<file path="config.mk">
export PLATFORM = sky130hd
export DESIGN_NAME = dlt_timer_top
export DESIGN_NICKNAME = d
export VERILOG_FILES = /design/src/dlt_pkg.sv /design/src/dlt_sync_edge.sv /design/src/dlt_prescaler.sv /design/src/dlt_timer_top.sv
export VERILOG_INCLUDE_DIRS = /design/src /design/src/src
export SDC_FILE = /design/constraint.sdc
export NUM_CORES = 1
export LEC_CHECK = 0
export ABC_CLOCK_PERIOD_IN_PS = 3000
export BUFFER_PORTS_ARGS = -buffer_cell sky130_fd_sc_hd__buf_2
export CORE_ASPECT_RATIO = 0.5
export CORE_MARGIN = 8
export CORE_UTILIZATION = 35
export CTS_CLUSTER_DIAMETER = 30
export CTS_CLUSTER_SIZE = 40
export DETAILED_ROUTE_END_ITERATION = 10
export PLACE_DENSITY_LB_ADDON = 0.25
export SYNTH_ARGS = -nofsm -noshare
export SYNTH_HDL_FRONTEND = slang
export SYNTH_SLANG_ARGS = --single-unit
</file>
<file path="constraint.sdc">
create_clock -name ref_clk -period 3 [get_ports ref_clk]
set_input_delay 0.15 -clock ref_clk [delete_from_list [all_inputs] [get_ports ref_clk]]
set_output_delay 0.15 -clock ref_clk [all_outputs]
set_load 0.02 [all_outputs]
</file>
<file path="src/dlt_defs.svh">
// Register offsets, field positions, reset values and divider counts
`ifndef DLT_DEFS_SVH
`define DLT_DEFS_SVH
// ****************************
// Register offsets
// ****************************
`define DLT_ADDR_RUN_FLAG 8'h88
`define DLT_ADDR_MODE 8'h89
`define DLT_ADDR_A_LOW 8'h8a
`define DLT_ADDR_B_LOW 8'h8b
`define DLT_ADDR_A_HIGH 8'h8c
`define DLT_ADDR_B_HIGH 8'h8d
`define DLT_ADDR_CLK_SEL 8'h8e
`define DLT_REG_RESET 8'h00
// ****************************
// Field positions
// ****************************
`define DLT_CK_D_HIGH 7
`define DLT_CK_D_LOW 6
`define DLT_CK_C_HIGH 5
`define DLT_CK_C_LOW 4
`define DLT_CK_B_SYS 3
`define DLT_CK_A_SYS 2
`define DLT_CK_SCALE_LO 0
`define DLT_RF_B_FLAG 7
`define DLT_RF_B_RUN 6
`define DLT_RF_A_FLAG 5
`define DLT_RF_A_RUN 4
`define DLT_MD_B_GATE 7
`define DLT_MD_B_CNT 6
`define DLT_MD_B_MODE_LO 4
`define DLT_MD_A_GATE 3
`define DLT_MD_A_CNT 2
`define DLT_MD_A_MODE_LO 0
// ****************************
// Prescaler divide counts
// ****************************
`define DLT_DIV_BY_12 6'd12
`define DLT_DIV_BY_4 6'd4
`define DLT_DIV_BY_48 6'd48
`define DLT_DIV_EXT_BY_8 6'd8
`endif

</file>
<file path="src/dlt_pkg.sv">
// Types shared by the dual timer block
package dlt_pkg;
   // Mode field, codes follow declaration order 0..3
   typedef enum logic [1:0] {DLT_MODE_13, DLT_MODE_16, DLT_MODE_RELOAD,
      DLT_MODE_SPLIT} dlt_mode_type;
   // Shared prescale selection
   typedef enum logic [1:0] {DLT_DIV12, DLT_DIV4, DLT_DIV48,
      DLT_EXT8} dlt_scale_type;
   // Special function register write request
   typedef struct packed {
      logic [7:0] addr;
      logic wr;
      logic [7:0] wdata;
   } dlt_sfr_req_type;
   // Result of one count step
   typedef struct packed {
      logic [7:0] tl;
      logic [7:0] th;
      logic ovf;
   } dlt_step_type;
endpackage

</file>
<file path="src/dlt_sync_edge.sv">
// Two-stage synchronisers with edge detection for pin inputs
`timescale 1ns/100ps
module dlt_sync_edge import dlt_pkg::*; #(
   parameter int WIDTH = 5
) (
   input wire logic clk,
   input wire logic rst_n,
   input wire logic ce,
   input wire logic [WIDTH-1:0] din,
   output logic [WIDTH-1:0] level,
   output logic [WIDTH-1:0] fall,
   output logic [WIDTH-1:0] rise
);
   logic [WIDTH-1:0] s1_r, s2_r, s3_r; // First stage feeds s2 only
   logic [WIDTH-1:0] s1_nxt, s2_nxt, s3_nxt;

   // ****************************
   // Sampling
   // ****************************
   // Next values, frozen while ce is low
   always_comb begin
      s1_nxt = ce ? din : s1_r;
      s2_nxt = ce ? s1_r : s2_r;
      s3_nxt = ce ? s2_r : s3_r;
   end

   // Registers
   always_ff @(posedge clk or negedge rst_n) begin
      if (!rst_n) begin
         s1_r <= '0;
         s2_r <= '0;
         s3_r <= '0;
      end else begin
         s1_r <= s1_nxt;
         s2_r <= s2_nxt;
         s3_r <= s3_nxt;
      end
   end

   // Edges compare successive settled samples
   assign level = s2_r;
   assign fall = s3_r & ~s2_r;
   assign rise = ~s3_r & s2_r;
endmodule

</file>
<file path="src/dlt_prescaler.sv">
// Shared prescaler giving a one-cycle tick for timers A and B
`timescale 1ns/100ps
`include "dlt_defs.svh"
module dlt_prescaler import dlt_pkg::*; (
   input wire logic clk,
   input wire logic rst_n,
   input wire logic ce,
   input dlt_scale_type scale,
   input wire logic ext_rise,
   output logic tick
);
   logic [5:0] cnt_r; // Cycles or external edges seen
   logic [5:0] cnt_nxt;
   logic adv; // Counter advances this cycle
   logic [5:0] last; // Terminal count

   // Divider terminal count for a selection
   function automatic logic [5:0] div_last(dlt_scale_type s);
      case (s)
         DLT_DIV12: div_last = `DLT_DIV_BY_12 - 6'd1;
         DLT_DIV4: div_last = `DLT_DIV_BY_4 - 6'd1;
         DLT_DIV48: div_last = `DLT_DIV_BY_48 - 6'd1;
         default: div_last = `DLT_DIV_EXT_BY_8 - 6'd1;
      endcase
   endfunction

   // ****************************
   // Divider
   // ****************************
   // External mode counts synchronised rising edges only
   always_comb begin
      last = div_last(scale);
      adv = ce & ((scale == DLT_EXT8) ? ext_rise : 1'b1);
      tick = adv & (cnt_r >= last);
      cnt_nxt = cnt_r;
      if (adv) begin
         // A smaller divider chosen mid-count wraps at once
         cnt_nxt = (cnt_r >= last) ? 6'd0 : cnt_r + 6'd1;
      end
   end

   // Register
   always_ff @(posedge clk or negedge rst_n) begin
      if (!rst_n) begin
         cnt_r <= 6'd0;
      end else begin
         cnt_r <= cnt_nxt;
      end
   end
endmodule

</file>
<file path="src/dlt_timer_top.sv">
// Dual legacy timer with shared prescaler and clock select register
// How it works
// - Prescaler gives div 12, 4, 48, ext/8
// - Timer B sysclk bit, ignored when counting
// - Timer A sysclk bit, ignored when counting except by split high byte
// - Timer C byte ticks: sysclk or own
// - Timer D byte ticks: sysclk or own
// - Two 16-bit counts as byte registers
// - 13-bit mode uses high byte, low five
// - 13-bit wrap sets flag, may interrupt
// - Counter select counts falling input edges
// - Count when run and gate permits
// - Run bit never clears the count
// - Timer B mirrors A with own inputs
// - 16-bit mode wraps at full width
// - Reload mode copies high into low
// - Split low byte uses timer A controls
// - Split high byte runs on B run
// - Split: B no flag, still pulses
// - Timer B mode 3 stops it
// - Mode field: 13, 16, reload, split
// - Flags cleared by write or vector
`timescale 1ns/100ps
`include "dlt_defs.svh"
module dlt_timer_top import dlt_pkg::*; (
   input wire logic ref_clk,
   input wire logic rst_n,
   input wire logic ce,
   input dlt_sfr_req_type sfr_req,
   output logic [7:0] sfr_rdata,
   input wire logic count_input_a,
   input wire logic count_input_b,
   input wire logic ext_irq_a_input,
   input wire logic ext_irq_b_input,
   input wire logic ext_clk_in,
   input wire logic ext_irq_a_polarity,
   input wire logic ext_irq_b_polarity,
   input wire logic timer_a_irq_enable,
   input wire logic timer_b_irq_enable,
   input wire logic isr_ack_a,
   input wire logic isr_ack_b,
   input wire logic timer_c_alt_clock_select,
   input wire logic timer_d_alt_clock_select,
   output logic timer_a_irq,
   output logic timer_b_irq,
   output logic timer_b_ovf_pulse,
   output logic timer_c_low_tick,
   output logic timer_c_high_tick,
   output logic timer_d_low_tick,
   output logic timer_d_high_tick
);
   // ****************************
   // Reset release
   // ****************************
   logic [1:0] rst_sync_r; // Release chain
   logic rst_sync_n; // Reset used by the block
   always_ff @(posedge ref_clk or negedge rst_n) begin
      if (!rst_n) begin
         rst_sync_r <= 2'b00;
      end else begin
         rst_sync_r <= {rst_sync_r[0], 1'b1};
      end
   end
   assign rst_sync_n = rst_sync_r[1];

   // ****************************
   // Pin synchronisers and prescaler
   // ****************************
   logic [4:0] pin_lvl, pin_fall, pin_rise;
   logic pre_tick; // Prescaled tick
   logic [7:0] clk_sel_r, run_flag_r, mode_r; // Control registers
   logic [7:0] tl_a_r, th_a_r, tl_b_r, th_b_r; // Count bytes

   // Bits: 0 count A, 1 count B, 2 irq A, 3 irq B, 4 ext clock
   dlt_sync_edge #(.WIDTH(5)) u_sync (
      .clk(ref_clk),
      .rst_n(rst_sync_n),
      .ce(ce),
      .din({ext_clk_in, ext_irq_b_input, ext_irq_a_input,
            count_input_b, count_input_a}),
      .level(pin_lvl),
      .fall(pin_fall),
      .rise(pin_rise)
   );

   dlt_prescaler u_pre (
      .clk(ref_clk),
      .rst_n(rst_sync_n),
      .ce(ce),
      .scale(dlt_scale_type'(clk_sel_r[`DLT_CK_SCALE_LO +: 2])),
      .ext_rise(pin_rise[4]),
      .tick(pre_tick)
   );

   // One count step in modes 0..2, or the split low byte
   function automatic dlt_step_type step(dlt_mode_type m, logic [7:0] tl,
         logic [7:0] th);
      logic [12:0] c13;
      logic [15:0] c16;
      step.tl = tl;
      step.th = th;
      step.ovf = 1'b0;
      c13 = {th, tl[4:0]} + 13'd1;
      c16 = {th, tl} + 16'd1;
      case (m)
         DLT_MODE_13: begin
            // Upper three low-byte bits are left alone
            step.th = c13[12:5];
            step.tl = {tl[7:5], c13[4:0]};
            step.ovf = (c13 == 13'd0);
         end
         DLT_MODE_16: begin
            step.th = c16[15:8];
            step.tl = c16[7:0];
            step.ovf = (c16 == 16'd0);
         end
         default: begin
            // Reload copies high byte, split low byte just wraps
            step.ovf = (tl == 8'hff);
            step.tl = tl + 8'd1;
            if (step.ovf && m == DLT_MODE_RELOAD) begin
               step.tl = th;
            end
         end
      endcase
   endfunction

   // Gate check: active level follows the polarity setting
   function automatic logic gate_ok(logic gate, logic lvl, logic pol);
      gate_ok = !gate || (lvl == pol);
   endfunction

   // ****************************
   // Tick and run selection
   // ****************************
   dlt_mode_type mode_a, mode_b; // Decoded mode fields
   logic split; // Timer A in split mode
   logic time_tick_a, time_tick_b; // Timer ticks before counter select
   logic run_a, run_b, cnt_a, cnt_b; // Enables for this cycle
   logic run_hi; // Split high byte enable
   always_comb begin
      mode_a = dlt_mode_type'(mode_r[`DLT_MD_A_MODE_LO +: 2]);
      mode_b = dlt_mode_type'(mode_r[`DLT_MD_B_MODE_LO +: 2]);
      split = (mode_a == DLT_MODE_SPLIT);
      time_tick_a = clk_sel_r[`DLT_CK_A_SYS] | pre_tick;
      time_tick_b = clk_sel_r[`DLT_CK_B_SYS] | pre_tick;
      // Run bit and gate only enable, they never load the count
      run_a = run_flag_r[`DLT_RF_A_RUN]
         & gate_ok(mode_r[`DLT_MD_A_GATE], pin_lvl[2],
         ext_irq_a_polarity);
      cnt_a = ce & run_a
         & (mode_r[`DLT_MD_A_CNT] ? pin_fall[0] : time_tick_a);
      run_hi = ce & split & run_flag_r[`DLT_RF_B_RUN] & time_tick_a;
      // In split, B runs without its run bit but still under its gate, and never counts pins
      run_b = (mode_b != DLT_MODE_SPLIT)
         & (split | run_flag_r[`DLT_RF_B_RUN])
         & gate_ok(mode_r[`DLT_MD_B_GATE], pin_lvl[3],
         ext_irq_b_polarity);
      cnt_b = ce & run_b & ((mode_r[`DLT_MD_B_CNT] && !split) ?
         pin_fall[1] : time_tick_b);
   end

   // ****************************
   // Counts and flags
   // ****************************
   logic [7:0] tl_a_nxt, th_a_nxt, tl_b_nxt, th_b_nxt;
   logic [7:0] clk_sel_nxt, run_flag_nxt, mode_nxt;
   logic set_a, set_b, ovf_b; // Hardware flag events
   dlt_step_type sa, sb; // Step results
   logic [8:0] hi_a; // Split high byte plus carry
   logic wr_rf; // Run/flag register write
   always_comb begin
      sa = step(mode_a, tl_a_r, th_a_r);
      sb = step(mode_b, tl_b_r, th_b_r);
      hi_a = {1'b0, th_a_r} + 9'd1;
      tl_a_nxt = cnt_a ? sa.tl : tl_a_r;
      th_a_nxt = th_a_r;
      if (split) begin
         if (run_hi) begin
            th_a_nxt = hi_a[7:0];
         end
      end else if (cnt_a) begin
         th_a_nxt = sa.th;
      end
      tl_b_nxt = cnt_b ? sb.tl : tl_b_r;
      th_b_nxt = cnt_b ? sb.th : th_b_r;
      set_a = cnt_a & sa.ovf;
      ovf_b = cnt_b & sb.ovf;
      set_b = split ? (run_hi & hi_a[8]) : ovf_b;
      // Software writes take priority over counting
      clk_sel_nxt = clk_sel_r;
      mode_nxt = mode_r;
      wr_rf = ce & sfr_req.wr & (sfr_req.addr == `DLT_ADDR_RUN_FLAG);
      if (ce && sfr_req.wr) begin
         case (sfr_req.addr)
            `DLT_ADDR_CLK_SEL: clk_sel_nxt = sfr_req.wdata;
            `DLT_ADDR_MODE: mode_nxt = sfr_req.wdata;
            `DLT_ADDR_A_LOW: tl_a_nxt = sfr_req.wdata;
            `DLT_ADDR_A_HIGH: th_a_nxt = sfr_req.wdata;
            `DLT_ADDR_B_LOW: tl_b_nxt = sfr_req.wdata;
            `DLT_ADDR_B_HIGH: th_b_nxt = sfr_req.wdata;
            default: ;
         endcase
      end
      // Flags: a hardware set wins over a write or vector clear
      run_flag_nxt = run_flag_r;
      if (wr_rf) begin
         run_flag_nxt = {sfr_req.wdata[7:4], 4'h0};
      end else if (ce) begin
         run_flag_nxt[`DLT_RF_A_FLAG] = run_flag_r[`DLT_RF_A_FLAG]
            & ~isr_ack_a;
         run_flag_nxt[`DLT_RF_B_FLAG] = run_flag_r[`DLT_RF_B_FLAG]
            & ~isr_ack_b;
      end
      if (set_a) begin
         run_flag_nxt[`DLT_RF_A_FLAG] = 1'b1;
      end
      if (set_b) begin
         run_flag_nxt[`DLT_RF_B_FLAG] = 1'b1;
      end
   end

   // Registers, all zero after reset
   always_ff @(posedge ref_clk or negedge rst_sync_n) begin
      if (!rst_sync_n) begin
         clk_sel_r <= `DLT_REG_RESET;
         run_flag_r <= `DLT_REG_RESET;
         mode_r <= `DLT_REG_RESET;
         tl_a_r <= `DLT_REG_RESET;
         th_a_r <= `DLT_REG_RESET;
         tl_b_r <= `DLT_REG_RESET;
         th_b_r <= `DLT_REG_RESET;
      end else begin
         clk_sel_r <= clk_sel_nxt;
         run_flag_r <= run_flag_nxt;
         mode_r <= mode_nxt;
         tl_a_r <= tl_a_nxt;
         th_a_r <= th_a_nxt;
         tl_b_r <= tl_b_nxt;
         th_b_r <= th_b_nxt;
      end
   end

   // ****************************
   // Outputs
   // ****************************
   logic [7:0] rdata_nxt;
   logic [6:0] out_nxt, outs_r; // irq A, irq B, pulse, C lo/hi, D lo/hi
   // Read data follows the address one cycle later
   always_comb begin
      case (sfr_req.addr)
         `DLT_ADDR_CLK_SEL: rdata_nxt = clk_sel_r;
         `DLT_ADDR_RUN_FLAG: rdata_nxt = run_flag_r;
         `DLT_ADDR_MODE: rdata_nxt = mode_r;
         `DLT_ADDR_A_LOW: rdata_nxt = tl_a_r;
         `DLT_ADDR_A_HIGH: rdata_nxt = th_a_r;
         `DLT_ADDR_B_LOW: rdata_nxt = tl_b_r;
         `DLT_ADDR_B_HIGH: rdata_nxt = th_b_r;
         default: rdata_nxt = 8'h00;
      endcase
      if (!ce) begin
         rdata_nxt = sfr_rdata;
      end
      // Tick outputs are sysclk-wide enables when selected
      out_nxt = {run_flag_nxt[`DLT_RF_A_FLAG] & timer_a_irq_enable,
         run_flag_nxt[`DLT_RF_B_FLAG] & timer_b_irq_enable,
         ovf_b,
         clk_sel_r[`DLT_CK_C_LOW] | timer_c_alt_clock_select,
         clk_sel_r[`DLT_CK_C_HIGH] | timer_c_alt_clock_select,
         clk_sel_r[`DLT_CK_D_LOW] | timer_d_alt_clock_select,
         clk_sel_r[`DLT_CK_D_HIGH] | timer_d_alt_clock_select};
      // Frozen clock enable holds every output as it stood
      if (!ce) begin
         out_nxt = outs_r;
      end
   end

   // Output registers
   always_ff @(posedge ref_clk or negedge rst_sync_n) begin
      if (!rst_sync_n) begin
         sfr_rdata <= 8'h00;
         outs_r <= 7'h00;
      end else begin
         sfr_rdata <= rdata_nxt;
         outs_r <= out_nxt;
      end
   end
   assign timer_a_irq = outs_r[6];
   assign timer_b_irq = outs_r[5];
   assign timer_b_ovf_pulse = outs_r[4];
   assign timer_c_low_tick = outs_r[3];
   assign timer_c_high_tick = outs_r[2];
   assign timer_d_low_tick = outs_r[1];
   assign timer_d_high_tick = outs_r[0];

   logic no_wr;
   assign no_wr = !sfr_req.wr;
endmodule

</file>
==> results.toml <==
[synthesis]
synth.top_cell.area_share_pct = 37.0
dominantRegCellSynth = "dfrtp_1"
ys_warn_count = 0
synth-async-reset-ratio_pct = 100
post_synth_num_cell_types = 63
yosysTopAreaCell = "dfrtp_1"
synthesis.nets = 743
ys_ff_latch = 88
synth_edf_count = 0
syn_avg_cell_area_um2 = 8.49
syn_area_um2 = 5950
synth_area_leaders = "dfrtp_1 (37%), mux2_2 (7.2%), nor2_1 (5.0%)"
netlist_instances = 701
synth.most_common_cell = "dfrtp_1"
synth_common_cells = "dfrtp_1 (88), nor2_1 (80), nand2_1 (63)"
yosysSeqAreaShare_pct = 37.0

[job]
cap_violations = 0

[clock_network]
cts_setup_buffers = 0
cts_tree = "yes"
clock_path_buffers = 2
ctsHtreeMaxLevel = 3
root_buffer = "clkbuf_16"
numCtsBuffers = 9
clkLatencyLatePin_ns = 0.35
cts_resized = 0
cts.sinks = 88
clk_pin_slew_ns = 0.08

[place]
place_ws_ns = 0.303
place.port_buffers = 47
routabilityCongestion = 0.926
place.detailed.hpwl_um = 14300

[route]
detail-route-antenna-nets = 0
viasPerCell = 5.83
drtIter0Drc = 526
drt-total-wl_um = 19400
wl_per_cell_um = 20.0
dr.pass1.iters = 5
vias = 5651
drc_errors = 0

[floorplan]
dieArea_um2 = 21700
coreArea_um2 = 16500
ioPinCount = 48
die_x_um = 200
core.rowCount = 33
die_y_um = 108
start_util_pct = 36.0

[global_routing]
overflow = 0
gr-usage-met3_pct = 3.34
top_usage_layer = "met2"
antenna_found_initial = 0
grt_util_met1_pct = 24.4
grt_pass1_vias = 5209
use_met2_pct = 27.2
grt_first_pass_wirelength_um = 30400
grt.total_usage_pct = 17.4
grt_max_degree = 48

[timing]
max_freq_ghz = 0.367
finalMaxSlewViolations = 0
fin_skew_ns = 0.0137
worst_pin_slew_ns = 0.669
rsz0062_at_grt = "false"
holdWs_ns = 0.0238
fin_ws_ns = 0.278
relSlewSlack_pct = 55.4
post-route-period-util_pct = 90.7
setup_viol = 0
hold_viol_final = 0
fin_tns_setup_ns = 0
period_minus_slack_ns = 2.72

[critical_path]
cp_data_required_time_ns = 3.26
critPathMaxStageDelay_ns = 0.48
endpoint_kind = "register"
crit_chain = "ha_1 -> and4_4 -> or3_1 -> a2111oi_2 -> o2111ai_1 -> o32ai_2 -> nor2_1 -> o32ai_2"
cp_max_fo = 10
crit_slowest_cell = "dfrtp_1"
worstSetupPathType = "reg -> reg"
start_kind = "register"
crit_top_cell = "o32ai_2"
worstPathArrival_ns = 2.98
reg2reg_depth = 8

[min_path]
hold_class = "in -> reg"
hold_depth = 2

[status]
status = "complete, no violations"

[pwr]
power_mw = 3.10
leakage_nw = 2.73
peakVddDrop_v = 0.000264
power.density_nw_per_um2 = 455

[final_layout]
nets = 779
fin_util_pct = 41.3
diodes = 0
syn2layout_area_growth_pct = 14.7
final_layout_size_suffix_gt1_share_pct = 19.7
## sequential cells by signal, indices dropped and copies added, names as in the netlist
register and flops:
run_flag_r 4, outs_r 7, sfr_rdata 8, mode_r 8
u_pre.cnt_r 6, u_sync.level 5, u_sync.s1_r 5, th_b_r 8
clk_sel_r 8, tl_b_r 8, tl_a_r 8, th_a_r 8
u_sync.s3_r 3, rst_sync_r 2
## final timing paths
check                                    from              to  slack, ns
worst max-delay path                tl_b_r[0]       outs_r[5]       0.28
worst min-delay path            count_input_a  u_sync.s1_r[0]       0.02
worst max register to register      tl_b_r[0]       outs_r[5]       0.28
worst min register to register  rst_sync_r[1]  u_sync.s1_r[4]       0.35
max in group asynchronous       rst_sync_r[1]       th_a_r[0]       1.89
min in group asynchronous               rst_n   rst_sync_r[1]       0.11
## cell families after synthesis
logic type / Yosys count / synth area share (%)
multiplexers: 49 / 9.04
AO/OA/AOI/OAI: 175 / 20.0
other: 1 / 0.0630
buffers and inverters: 70 / 4.67
adder cells (fa/ha/maj): 9 / 1.89
XOR/XNOR: 31 / 4.56
AND/OR/NAND/NOR: 278 / 22.8
flip-flops: 88 / 37.0
## layout make-up
cell class | instances | area (um2)
Clock buffer | 9 | 225
Timing Repair Buffer | 81 | 493
Multi-Input combinational cell | 543 | 3480
Inverter | 14 | 52.6
Fill cell | 1683 | 9690
Sequential cell | 88 | 2210
Tap cell | 227 | 284
Clock inverter | 7 | 86.3
## layer usage
metal | vias up | wire length, um
met4 | 0 | 325
li1 | 2660 | -
met3 | 22 | 1210
met5 | - | 0
met2 | 219 | 8740
met1 | 2750 | 9080
## placed cells by master, fill, tap and decap left out, types with 4 or more instances in the layout
master	count
and4_1	4
nor2b_1	10
o221ai_1	4
dfrtp_1	87
o22ai_1	7
a211o_1	4
inv_1	14
o21ai_0	37
a221oi_1	7
and3_1	10
nand2_1	63
nor2_1	80
or3_1	5
buf_2	47
nand3_1	27
ha_1	9
a21oi_1	37
mux2i_1	11
nor4_1	15
a41oi_1	5
nand2b_1	6
a22o_1	6
a31oi_1	15
xnor2_1	21
clkbuf_16	9
mux2_2	38
o31ai_1	8
nor3_1	27
a22oi_1	12
nand4_1	15
xor2_1	10
buf_4	33
## critical path, delay by kind of cell, from the launching register on
kind                     cells  cell delay [ns]
AO/OA/AOI/OAI                4             1.10
AND/OR/NAND/NOR              3             0.72
flip-flops                   1             0.48
adder cells (fa/ha/maj)      1             0.34
## power breakdown
part	total (mW)	switching, mW	leakage [nW]	internal [mW]
Sequential	1.47	0.175	1.12	1.30
Clock	1.16	0.559	0.151	0.597
Combinational	0.476	0.265	1.46	0.210
## timing repair
item	CTS	global route
endpoints found under the setup margin	0	0
hold buffers	1	0
endpoints found under the hold margin	2	0
## through the flow
step	instances	instance area (um2)
global route	969	6830
finish	969	6830
global placement	952	6500
detailed placement	952	6500
floorplan	701	5950
CTS	969	6830
(Power assumes the default switching activity.)
